[src/design/smsp_pkg.sv]
/*
  Constants shared by the switch monitor serial port: frame length, response layout,
  command codes, reset values and the bit positions of the synchronised input bundle.
  Assumes a single 40 MHz system clock domain; every pin is asynchronous to it.
*/
package smsp_pkg;

  // ************************************************************
  // Frame and response layout.
  // ************************************************************
  localparam int unsigned   FRAME_BITS  = 24;
  localparam int unsigned   NUM_PROG    = 8;
  localparam int unsigned   NUM_GND     = 14;
  localparam int unsigned   NUM_SW      = NUM_PROG + NUM_GND;
  localparam int unsigned   CNT_W       = 6;
  localparam logic [5:0]    CNT_MAX     = 6'h3f;
  localparam logic [5:0]    CNT_FRAME   = 6'h18;
  localparam int unsigned   POS_THERMAL = 23;
  localparam int unsigned   POS_RESET   = 22;
  localparam int unsigned   POS_GND_LO  = 8;
  localparam int unsigned   POS_PROG_LO = 0;

  // ************************************************************
  // Command codes, carried in the top byte of the command word.
  // ************************************************************
  localparam logic [7:0]    CMD_SETTINGS = 8'h01;
  localparam logic [7:0]    CMD_WAKE_SP  = 8'h02;
  localparam logic [7:0]    CMD_WAKE_SG  = 8'h03;
  localparam logic [7:0]    CMD_SLEEP    = 8'h0c;

  // ************************************************************
  // Reset values of the programmed settings.
  // ************************************************************
  localparam logic [7:0]    RST_PROG_BAT = 8'hff;
  localparam logic [7:0]    RST_EN_SP    = 8'hff;
  localparam logic [13:0]   RST_EN_SG    = 14'h3fff;

  // ************************************************************
  // Synchroniser bundle: positions and idle values.
  // ************************************************************
  localparam int unsigned   SYNC_W      = 30;
  localparam int unsigned   SY_PROG_LO  = 0;
  localparam int unsigned   SY_GND_LO   = 8;
  localparam int unsigned   SY_CS_N     = 22;
  localparam int unsigned   SY_SCLK     = 23;
  localparam int unsigned   SY_SI       = 24;
  localparam int unsigned   SY_INT_N    = 25;
  localparam int unsigned   SY_WAKE_N   = 26;
  localparam int unsigned   SY_VDD      = 27;
  localparam int unsigned   SY_THERMAL  = 28;
  localparam int unsigned   SY_TIMER    = 29;
  localparam logic [29:0]   SYNC_RST    = 30'h06400000;

endpackage

[src/design/smsp_sync.sv]
/*
  Two-stage synchroniser for a bundle of asynchronous levels.
  Assumes the caller reads only the stable output; the first stage feeds the second alone.
*/
module smsp_sync #(
  parameter int unsigned        W       = 1,
  parameter logic [W-1:0]       RST_VAL = '0
) (
  input  wire logic             i_clk_sys,
  input  wire logic             i_reset_n,
  input  wire logic [W-1:0]     i_async,
  output logic      [W-1:0]     o_sync
);

  typedef struct packed {
    logic [W-1:0] meta;
    logic [W-1:0] stable;
  } smsp_sync_s;

  smsp_sync_s st_reg;
  smsp_sync_s st_next;

  // Next state: the first stage captures the pins, the second copies the first.
  always_comb begin
    st_next        = st_reg;
    st_next.meta   = i_async;
    st_next.stable = st_reg.meta;
  end

  // State register with synchronous reset to the idle levels.
  always_ff @(posedge i_clk_sys) begin
    if (!i_reset_n) begin
      st_reg <= '{meta: RST_VAL, stable: RST_VAL};
    end else begin
      st_reg <= st_next;
    end
  end

  assign o_sync = st_reg.stable;

endmodule

[src/design/smsp_top.sv]
/*
  Switch monitor serial port: serial slave, interrupt line and wake line control with
  Normal and Sleep modes, driven by comparator results for 22 switch inputs.
  Assumes the serial master, pins and comparators are asynchronous to the 40 MHz clock and
  that serial clock edges are at least several system clocks apart.
*/
module smsp_top (
  input  wire logic                          i_clk_sys,
  input  wire logic                          i_reset_n,
  input  wire logic                          i_cs_n,
  input  wire logic                          i_sclk,
  input  wire logic                          i_si,
  input  wire logic                          i_int_n,
  input  wire logic                          i_wake_n,
  input  wire logic                          i_vdd_present,
  input  wire logic                          i_thermal_flag,
  input  wire logic                          i_int_timer_expired,
  input  wire logic [smsp_pkg::NUM_PROG-1:0] i_programmable_switch_inputs,
  input  wire logic [smsp_pkg::NUM_GND-1:0]  i_ground_switch_inputs,
  output logic                               o_so,
  output logic                               o_so_oe,
  output logic                               o_int_out,
  output logic                               o_int_oe,
  output logic                               o_wake_out,
  output logic                               o_wake_oe,
  output logic                               o_normal_mode
);
  import smsp_pkg::*;

  // ************************************************************
  // State.
  // ************************************************************
  typedef struct packed {
    logic                   normal;
    logic                   cs_d;
    logic                   sclk_d;
    logic                   int_d;
    logic                   wake_d;
    logic                   timer_d;
    logic                   in_frame;
    logic [FRAME_BITS-1:0]  shift;
    logic [CNT_W-1:0]       bit_cnt;
    logic                   so;
    logic                   so_oe;
    logic                   int_pend;
    logic                   chg_in_frame;
    logic                   int_latched;
    logic                   reset_flag;
    logic [NUM_SW-1:0]      sw_prev;
    logic [2:0]             sw_valid;  // Fills with ones once the history is real.
    logic [NUM_PROG-1:0]    prog_bat;
    logic [NUM_PROG-1:0]    en_sp;
    logic [NUM_GND-1:0]     en_sg;
  } smsp_state_s;

  smsp_state_s       st_reg;
  smsp_state_s       st_next;
  logic [SYNC_W-1:0] sy;

  // Closed-contact vector: ground-type reads closed when the comparator sees below 4.0 V.
  function automatic logic [NUM_SW-1:0] closed_vec(input logic [NUM_PROG-1:0] bat,
                                                   input logic [NUM_PROG-1:0] cmp_p,
                                                   input logic [NUM_GND-1:0]  cmp_g);
    logic [NUM_SW-1:0] v;
    v = {~cmp_g, (bat & cmp_p) | (~bat & ~cmp_p)};
    return v;
  endfunction

  // Edge finders on a synchronised level and its registered copy.
  function automatic logic edge_fall(input logic prev, input logic now);
    return prev & ~now;
  endfunction

  function automatic logic edge_rise(input logic prev, input logic now);
    return ~prev & now;
  endfunction

  // ************************************************************
  // Synchronisation of every pin and comparator input.
  // ************************************************************
  smsp_sync #(
    .W       (SYNC_W),
    .RST_VAL (SYNC_RST)
  ) smsp_sync_i (
    .i_clk_sys (i_clk_sys),
    .i_reset_n (i_reset_n),
    .i_async   ({i_int_timer_expired, i_thermal_flag, i_vdd_present, i_wake_n, i_int_n,
                 i_si, i_sclk, i_cs_n, i_ground_switch_inputs,
                 i_programmable_switch_inputs}),
    .o_sync    (sy)
  );

  // ************************************************************
  // Edge detection and switch change detection.
  // ************************************************************
  logic              cs_s;
  logic              vdd_s;
  logic              cs_fall;
  logic              cs_rise;
  logic              sclk_rise;
  logic              sclk_fall;
  logic              int_fall;
  logic              wake_fall;
  logic              timer_rise;
  logic [NUM_SW-1:0] sw_now;
  logic              sw_change;
  logic              wake_any;
  logic              cmd_ok;
  logic [7:0]        cmd_code;

  // Edges compare the stable synchroniser output with its one-cycle copy.
  assign cs_s       = sy[SY_CS_N];
  assign vdd_s      = sy[SY_VDD];
  assign cs_fall    = edge_fall(st_reg.cs_d, cs_s);
  assign cs_rise    = edge_rise(st_reg.cs_d, cs_s);
  assign sclk_rise  = edge_rise(st_reg.sclk_d, sy[SY_SCLK]);
  assign sclk_fall  = edge_fall(st_reg.sclk_d, sy[SY_SCLK]);
  assign int_fall   = edge_fall(st_reg.int_d, sy[SY_INT_N]);
  assign wake_fall  = edge_fall(st_reg.wake_d, sy[SY_WAKE_N]);
  assign timer_rise = edge_rise(st_reg.timer_d, sy[SY_TIMER]);
  assign sw_now     = closed_vec(st_reg.prog_bat, sy[SY_GND_LO-1:SY_PROG_LO],
                                 sy[SY_CS_N-1:SY_GND_LO]);
  // Changes count only once the history holds synchronised levels, so that the
  // synchroniser's idle values after reset raise no false interrupt.
  assign sw_change  = st_reg.sw_valid[2] &
                      (|((sw_now ^ st_reg.sw_prev) & {st_reg.en_sg, st_reg.en_sp}));
  assign cmd_code   = st_reg.shift[FRAME_BITS-1:FRAME_BITS-8];

  // Wake sources while asleep; select and interrupt edges count only with logic supply.
  always_comb begin
    wake_any = sw_change | timer_rise;
    wake_any = wake_any | (wake_fall & (~vdd_s | sy[SY_INT_N]));
    wake_any = wake_any | (vdd_s & cs_fall);
    wake_any = wake_any | (vdd_s & int_fall & sy[SY_WAKE_N]);
  end

  // A command counts when at least one full word was clocked in Normal mode with supply.
  assign cmd_ok = cs_rise & st_reg.in_frame & st_reg.normal & vdd_s &
                  (st_reg.bit_cnt >= CNT_FRAME);

  // ************************************************************
  // Next-state logic.
  // ************************************************************
  always_comb begin
    st_next         = st_reg;
    st_next.cs_d    = cs_s;
    st_next.sclk_d  = sy[SY_SCLK];
    st_next.int_d   = sy[SY_INT_N];
    st_next.wake_d  = sy[SY_WAKE_N];
    st_next.timer_d = sy[SY_TIMER];
    st_next.sw_prev = sw_now;

    // The history-valid shift fills with ones in the cycles after reset.
    st_next.sw_valid = {st_reg.sw_valid[1:0], 1'b1};

    // Mode: Sleep ends on any wake source; supply loss alone never moves the mode.
    if (!st_reg.normal && wake_any) begin
      st_next.normal = 1'b1;
    end

    // Frame start: load status, open the driver and latch the interrupt line.
    if (cs_fall && vdd_s) begin
      st_next.in_frame     = 1'b1;
      st_next.so_oe        = 1'b1;
      st_next.int_latched  = sy[SY_INT_N];
      st_next.shift        = {sy[SY_THERMAL], st_reg.reset_flag, sw_now};
      st_next.so           = sy[SY_THERMAL];
      st_next.bit_cnt      = '0;
      st_next.chg_in_frame = 1'b0;
    end else if (st_reg.in_frame && !vdd_s) begin
      // Losing the logic supply aborts the frame without applying a command.
      st_next.in_frame = 1'b0;
      st_next.so_oe    = 1'b0;
    end else if (st_reg.in_frame && cs_rise) begin
      st_next.in_frame   = 1'b0;
      st_next.so_oe      = 1'b0;
      st_next.reset_flag = 1'b0;
    end else if (st_reg.in_frame && !cs_s) begin
      // Rising clock presents the top bit of the shift path, falling clock shifts data in.
      if (sclk_rise) begin
        st_next.so = st_reg.shift[FRAME_BITS-1];
      end
      if (sclk_fall) begin
        st_next.shift = {st_reg.shift[FRAME_BITS-2:0], sy[SY_SI]};
        if (st_reg.bit_cnt != CNT_MAX) begin
          st_next.bit_cnt = st_reg.bit_cnt + 6'h01;
        end
      end
    end

    // Apply the received word only at the end of the frame.
    if (cmd_ok) begin
      unique case (cmd_code)
        CMD_SETTINGS: st_next.prog_bat = st_reg.shift[NUM_PROG-1:0];
        CMD_WAKE_SP:  st_next.en_sp    = st_reg.shift[NUM_PROG-1:0];
        CMD_WAKE_SG:  st_next.en_sg    = st_reg.shift[NUM_GND-1:0];
        CMD_SLEEP:    st_next.normal   = 1'b0;
        default:      st_next.normal   = st_reg.normal;
      endcase
    end

    // Interrupt: a change sets it and wins over the release at chip select rise.
    if (cs_rise && st_reg.in_frame) begin
      st_next.int_pend = st_reg.chg_in_frame;
    end
    if (sw_change && (st_reg.normal || wake_any)) begin
      st_next.int_pend = 1'b1;
      if (st_reg.in_frame && !cs_rise) begin
        st_next.chg_in_frame = 1'b1;
      end
    end
  end

  // ************************************************************
  // State register.
  // ************************************************************
  always_ff @(posedge i_clk_sys) begin
    if (!i_reset_n) begin
      st_reg              <= '0;
      st_reg.normal       <= 1'b1;
      st_reg.cs_d         <= 1'b1;
      st_reg.int_d        <= 1'b1;
      st_reg.wake_d       <= 1'b1;
      st_reg.int_latched  <= 1'b1;
      st_reg.reset_flag   <= 1'b1;
      st_reg.prog_bat     <= RST_PROG_BAT;
      st_reg.en_sp        <= RST_EN_SP;
      st_reg.en_sg        <= RST_EN_SG;
    end else begin
      st_reg <= st_next;
    end
  end

  // Output pins come straight from the state register; open-drain pins drive zero only.
  assign o_so          = st_reg.so;
  assign o_so_oe       = st_reg.so_oe;
  assign o_int_out     = st_reg.reset_flag & 1'b0;
  assign o_int_oe      = st_reg.int_pend;
  assign o_wake_out    = st_reg.reset_flag & 1'b0;
  assign o_wake_oe     = st_reg.normal;
  assign o_normal_mode = st_reg.normal;
endmodule

[config.mk]
export PLATFORM = sky130hd
export DESIGN_NAME = smsp_top
export DESIGN_NICKNAME = d
export VERILOG_FILES = /design/src/design/smsp_pkg.sv /design/src/design/smsp_sync.sv /design/src/design/smsp_top.sv
export SDC_FILE = /design/constraint.sdc
export NUM_CORES = 1
export LEC_CHECK = 0
export BUFFER_PORTS_ARGS = -buffer_cell sky130_fd_sc_hd__buf_2
export CAP_MARGIN = 20
export CORE_MARGIN = 4
export CORE_UTILIZATION = 40
export DETAILED_ROUTE_END_ITERATION = 10
export PLACE_DENSITY = 0.56
export SYNTH_ARGS = -nofsm -noshare
export SYNTH_HDL_FRONTEND = slang
export SYNTH_SLANG_ARGS = --single-unit
[constraint.sdc]
create_clock -name i_clk_sys -period 3.05 [get_ports i_clk_sys]
set_input_delay 0.1525 -clock i_clk_sys [delete_from_list [all_inputs] [get_ports i_clk_sys]]
set_output_delay 0.1525 -clock i_clk_sys [all_outputs]
set_load 0.02 [all_outputs]
# Word level (Yosys, flattened, before mapping)
# Index checks and enable logic that the tools add are counted.
classes:
  bitwise: 41
  n_shift: 0
  n_mux: 21
  eq_ne: 8
  div: 0
  mul: 0
  magnitude_cmp: 1
  addsub: 1
  reduce_logical: 27
ops:
  columns: ["operator", "count"]
  rows:
  - ["31-bit 2-to-1 mux", 4]
  - ["30-bit 2-to-1 mux", 2]
  - ["33-bit 2-to-1 mux", 1]
  - ["22-bit bitwise AND", 1]
  - ["22-bit OR reduction", 1]
  - ["22-bit bitwise XOR", 1]
  - ["1-bit bitwise AND", 16]
  - ["8-bit bitwise AND", 2]
  - ["8-bit by 2-bit == test with 1-bit output (second input constant)", 2]
  - ["8-bit 2-to-1 mux", 2]
  - ["8-bit inverter", 2]
  - ["14-bit 2-to-1 mux", 1]
  - ["14-bit inverter", 1]
  - ["1-bit inverter", 12]
  - ["8-bit by 1-bit == test with 1-bit output (second input constant)", 1]
  - ["8-bit by 4-bit == test with 1-bit output (second input constant)", 1]
  - ["8-bit OR", 1]
  - ["4-bit AND reduction", 2]
  - ["2-bit nonzero test", 4]
  - ["1-bit logical AND", 7]
  - ["1-bit 2-to-1 mux", 7]
  - ["6-bit by 1-bit adder with 6-bit output (second input constant)", 1]
  - ["6-bit by 5-bit greater-or-equal comparator with 1-bit output (second input constant)", 1]
  - ["6-bit 2-to-1 mux", 1]
  - ["14 further kinds", 25]
totals:
  input_bits: 32
  latch_bits: 0
  mem_bits_rw: 0
  mem_count: 0
  out_inout_bits: 7
  word_cells: 122
  mem_bits_ro: 0
  reg_bits: 158

# Depth between registers and ports, before layout
depth:
  ltp_word: 15
  mapped_depth: 8
  ltp_nobuf: 7

# Modules after synthesis
# A second synthesis with hierarchy kept.
unflattened:
  cells_unflattened: 551
  hier_area_um2: 5621.6
modules_own_cells:
  columns: ["module", "n_inst", "cells_per_inst", "area_each_um2", "seq_area_each_um2"]
  rows:
  - ["smsp_top", 1, 425, 4012.6, 1921.8]
  - ["smsp_sync", 1, 126, 1609.0, 1201.2]

# Worst setup path after synthesis
# No wires, ideal clock.
synth_path:
  kind: "register -> register"
  from: "reg st_reg (netlist bit cmd_code[7])"
  to: "reg st_reg[10] (netlist name)"
  arrival_time_ns: 1.981
  setup_slack_ns: 0.932
  synth_period_minus_slack_ns: 2.118
  stages_incl_launch_ff: 8
  setup_time_ns: 0.137
  t_required_ns: 2.913
  path_buffers: 2
  path_cell_list: "dfxtp_1 -> or4_4 -> or3_4 -> or4_1 -> buf_2 -> buf_6 -> nand2_1 -> nand3_1"
synth_between:
  elab_chain_len: 2
synth_lines:
  columns: ["item", "line_no", "source"]
  rows:
  - ["start: declaration", "smsp_top.sv:56", "smsp_state_s st_reg;"]
  - ["start signal: assignment", "smsp_top.sv:230", "st_reg <= st_next;"]
  - ["8-bit by 2-bit == test with 1-bit output", "smsp_top.sv:193", "unique case (cmd_code)"]
  - ["2-bit AND reduction (no line)", null, null]
# No other way between the ends.
# A chain may end at the register's enable or synchronous reset.

# Worst setup path in the final report
layout_path:
  from: "reg st_reg (netlist bit cmd_code[7])"
  to: "reg st_reg[6] (netlist name)"
# Same word-level chain as after synthesis.

==> qor.csv <==
stage,metric,value,unit
route,1st-pass router iterations,4,
place,Final HPWL DP,6601,um
sta,min cycle time layout,2.316,ns
setup_path,CP Capture Type,flip-flop,
cts,CTS Buf Count,17,
cells_and_area,ANT cells,0,
sta,worst-margin pin slew,0.9750,ns
floorplan,die area,15870,um^2
cts,clock sink count,156,
synth,YS warnings,0,
place,Post-DP Area,5884,um^2
synth,Yosys top cell area share,56.09,%
route,average wire per standard cell,12.86,um
grt,total global routing overflow,0,
power_and_ir_drop,internal power,3492,uW
synth,most area-hungry cell type in the Yosys netlist,dfxtp_1,
cells_and_area,# fillers,1259,
floorplan,DIE HEIGHT,126.0,um
sta,Worst Skew,0.006571,ns
route,"antenna viol nets, final",0,
cells_and_area,fin util,50.40,%
sta,setup violators final,0,
synth,dominant synthesized flop cell,dfxtp_1,
place,PortBufs,36,
power_and_ir_drop,Lkg Pwr,0.002800,uW
floorplan,Core Box Area,13450,um^2
cts,H-tree Lvls,4,
power_and_ir_drop,combinational group share of total power,4.1,%
setup_path,maximum fanout along the worst path,14,
setup_path,largest stage delay on the critical path,0.66,ns
route,total number of vias,3706,
route,Vias per Instance,4.633,
cells_and_area,max reg flops,83,
setup_path,crit path launch type,flip-flop,
setup_path,CP arrival,2.57,ns
synth,"top cells by area, synth","dfxtp_1 56%, and2_1 7.5%, mux2i_1 5.6%",
floorplan,Starting Density,41.39,%
synth,Yosys reg bits,156,
cts,CTS tree,built,
cts,CTS max path bufs,2,
synth,Avg Synthesized Cell Area,10.16,um^2
setup_path,kind of critical path,flip-flop to flip-flop,
power_and_ir_drop,power density over cell area,643.8,nW/um^2
cells_and_area,area grow syn2layout,21.78,%
setup_path,CP Data Required Time,3.31,ns
sta,f_max,431.8,MHz
synth,"EDFF count, synth",0,
setup_path,CP Cell Sequence,or4_4 -> or3_4 -> or4_1 -> nand2_1 -> nand3_1,
synth,top-count cell post-synth,dfxtp_1,
synth,Post-synth ARST share,0,%
sta,Slew HR,35.00,%
route,routed wire length,10290,um
power_and_ir_drop,worst ir drop on vdd,0.3816,mV
grt,initial antenna violation count,0,
power_and_ir_drop,Clock power frac,47.1,%
setup_path,Critical path buffers and inverters,0,
synth,Synth top cells by count,"156 x dfxtp_1, 67 x and2_1, 61 x nand2_1, 48 x nor2_1, 31 x mux2i_1",
sta,RSZ-0062 raised after global routing,false,
sta,Slew Limit Fails,0,
cells_and_area,Total Nets Final,645,
floorplan,standard-cell rows,42,
power_and_ir_drop,Net Sw Frac,20.01,%
route,drt first-iter violations,153,
cts,clock root cell,clkbuf_16,
cts,setup bufs post-CTS,0,
sta,Final Hold Fails,0,
power_and_ir_drop,Switching Power,873.4,uW
power_and_ir_drop,share of power burned in registers,48.8,%
grt,first-pass GRT wire length,17510,um
run,MaxCap Viol Count,0,
hold_path,Hold Path Class,input port to flip-flop,
cts,clock-pin slew on the worst setup and hold paths,0.06,ns
grt,Global Route Usage Sum,13.83,%
synth,Yosys cell types,42,
floorplan,Boundary Pins,39,
sta,setup TNS,0,ns
synth,post-synthesis sequential area ratio,56.09,%
synth,Syn Std Cell Area,5568,um^2
synth,Syn Inst Count,548,
setup_path,critical path's slowest cell,or4_1,
cts,Clock Latency Late Sink,0.42,ns
route,Residual DRC,0,
floorplan,Die X,126.0,um
status,result of the run,"complete, no violations",
cells_and_area,layout cells sized above 1,14.26,%
grt,vias in the first global route,3590,
place,RD Place Congestion,0.7659,
sta,period utilization,75.93,%
grt,largest net degree at the start of global routing,112,
cells_and_area,fin area,6780,um^2
setup_path,family with the most delay on the worst path,simple AND/OR/NAND/NOR gates,
-- what timing repair did --
item / in CTS / in global routing
resized for setup: 0 / 0
hold buffers: 30 / 0
hold endpoints to repair: 30 / 0
-- cell type report --
cell class / instances / area (um^2) / share of cell area (%)
clock buffers: 27 / 543.0 / 8.009
multi-input cells: 355 / 2282 / 33.66
repair buffers: 72 / 525.5 / 7.751
well taps: 176 / 220.2 / 3.248
inverters: 9 / 33.78 / 0.4982
flip-flops and latches: 156 / 3123 / 46.06
clock inverters: 5 / 52.55 / 0.7751
-- cell families after synthesis --
logic type / Yosys count / synth area share (%)
AO/OA/AOI/OAI: 49 / 6.247
XOR/XNOR: 31 / 4.876
adder cells (fa/ha/maj): 2 / 0.4494
buffers and inverters: 38 / 2.989
flip-flops: 156 / 56.09
multiplexers: 43 / 8.000
other: 1 / 0.06735
AND/OR/NAND/NOR: 228 / 21.28
-- tightest hold or removal path, stage by stage --
cell and delay, ns:
buf_2 0.09, inv_1 0.31, nor2_1 0.17
-- cells in the final DEF, fill, tap and decap left out, types with 3 or more instances in the layout --
| master | synthesis | final |
|---|---|---|
| mux2_2 | 12 | 12 |
| clkbuf_8 | 0 | 8 |
| nor3_1 | 3 | 3 |
| and2_1 | 67 | 67 |
| a211oi_1 | 24 | 24 |
| clkinv_2 | 0 | 3 |
| nor2_1 | 48 | 48 |
| mux2i_1 | 31 | 31 |
| a22oi_1 | 9 | 9 |
| buf_2 | 4 | 36 |
| nand2b_1 | 12 | 12 |
| buf_4 | 3 | 6 |
| xor2_1 | 8 | 8 |
| dfxtp_1 | 156 | 156 |
| nand4_1 | 3 | 3 |
| nor2b_1 | 3 | 3 |
| xnor2_1 | 23 | 23 |
| a21oi_1 | 6 | 6 |
| clkbuf_16 | 0 | 17 |
| o21ai_0 | 4 | 4 |
| nand3_1 | 17 | 17 |
| inv_1 | 9 | 9 |
| dlygate4sd3_1 | 0 | 30 |
| nand2_1 | 61 | 61 |
-- metrics by stage --
step	total power (uW)	hold slack [ns]	instances	setup WS, ns
after floorplan	2276	0.1802	549	0.9321
after global placement	2324	0.3350	738	0.7736
after detailed placement	2328	0.3373	738	0.7315
after CTS	4427	0.3432	800	0.7221
after global routing	4549	0.3738	800	0.5802
final	4365	0.3457	800	0.7341
-- path summary, 6_finish.rpt --
kind                                 from                     end  slack (ns)  cells past startpoint
setup reg to reg              cmd_code[7]               st_reg[6]        0.73                      5
hold reg to reg   smsp_sync_i.st_next[26]  smsp_sync_i.o_sync[26]        0.41                      1
setup / recovery              cmd_code[7]               st_reg[6]        0.73                      5
hold / removal                  i_reset_n              st_reg[50]        0.35                      3
-- layer usage --
layer	vias to the layer above	share of wire (%)	GRT usage, %
met3	13	3.7	4.572
met1	1711	49	18.28
li1	1934	-	-
met5	-	0	0
met2	48	46	20.88
met4	0	1.5	5.678
-- power by group through the flow --
stage,Combinational (uW),Sequential [uW],Clock [uW]
floorplan,111,2160,0
CTS,185,2130,2110
global placement,152,2170,0
global route,205,2130,2210
finish,181,2130,2060
detailed placement,155,2170,0
Note: power is estimated with default switching activity, not from simulation.
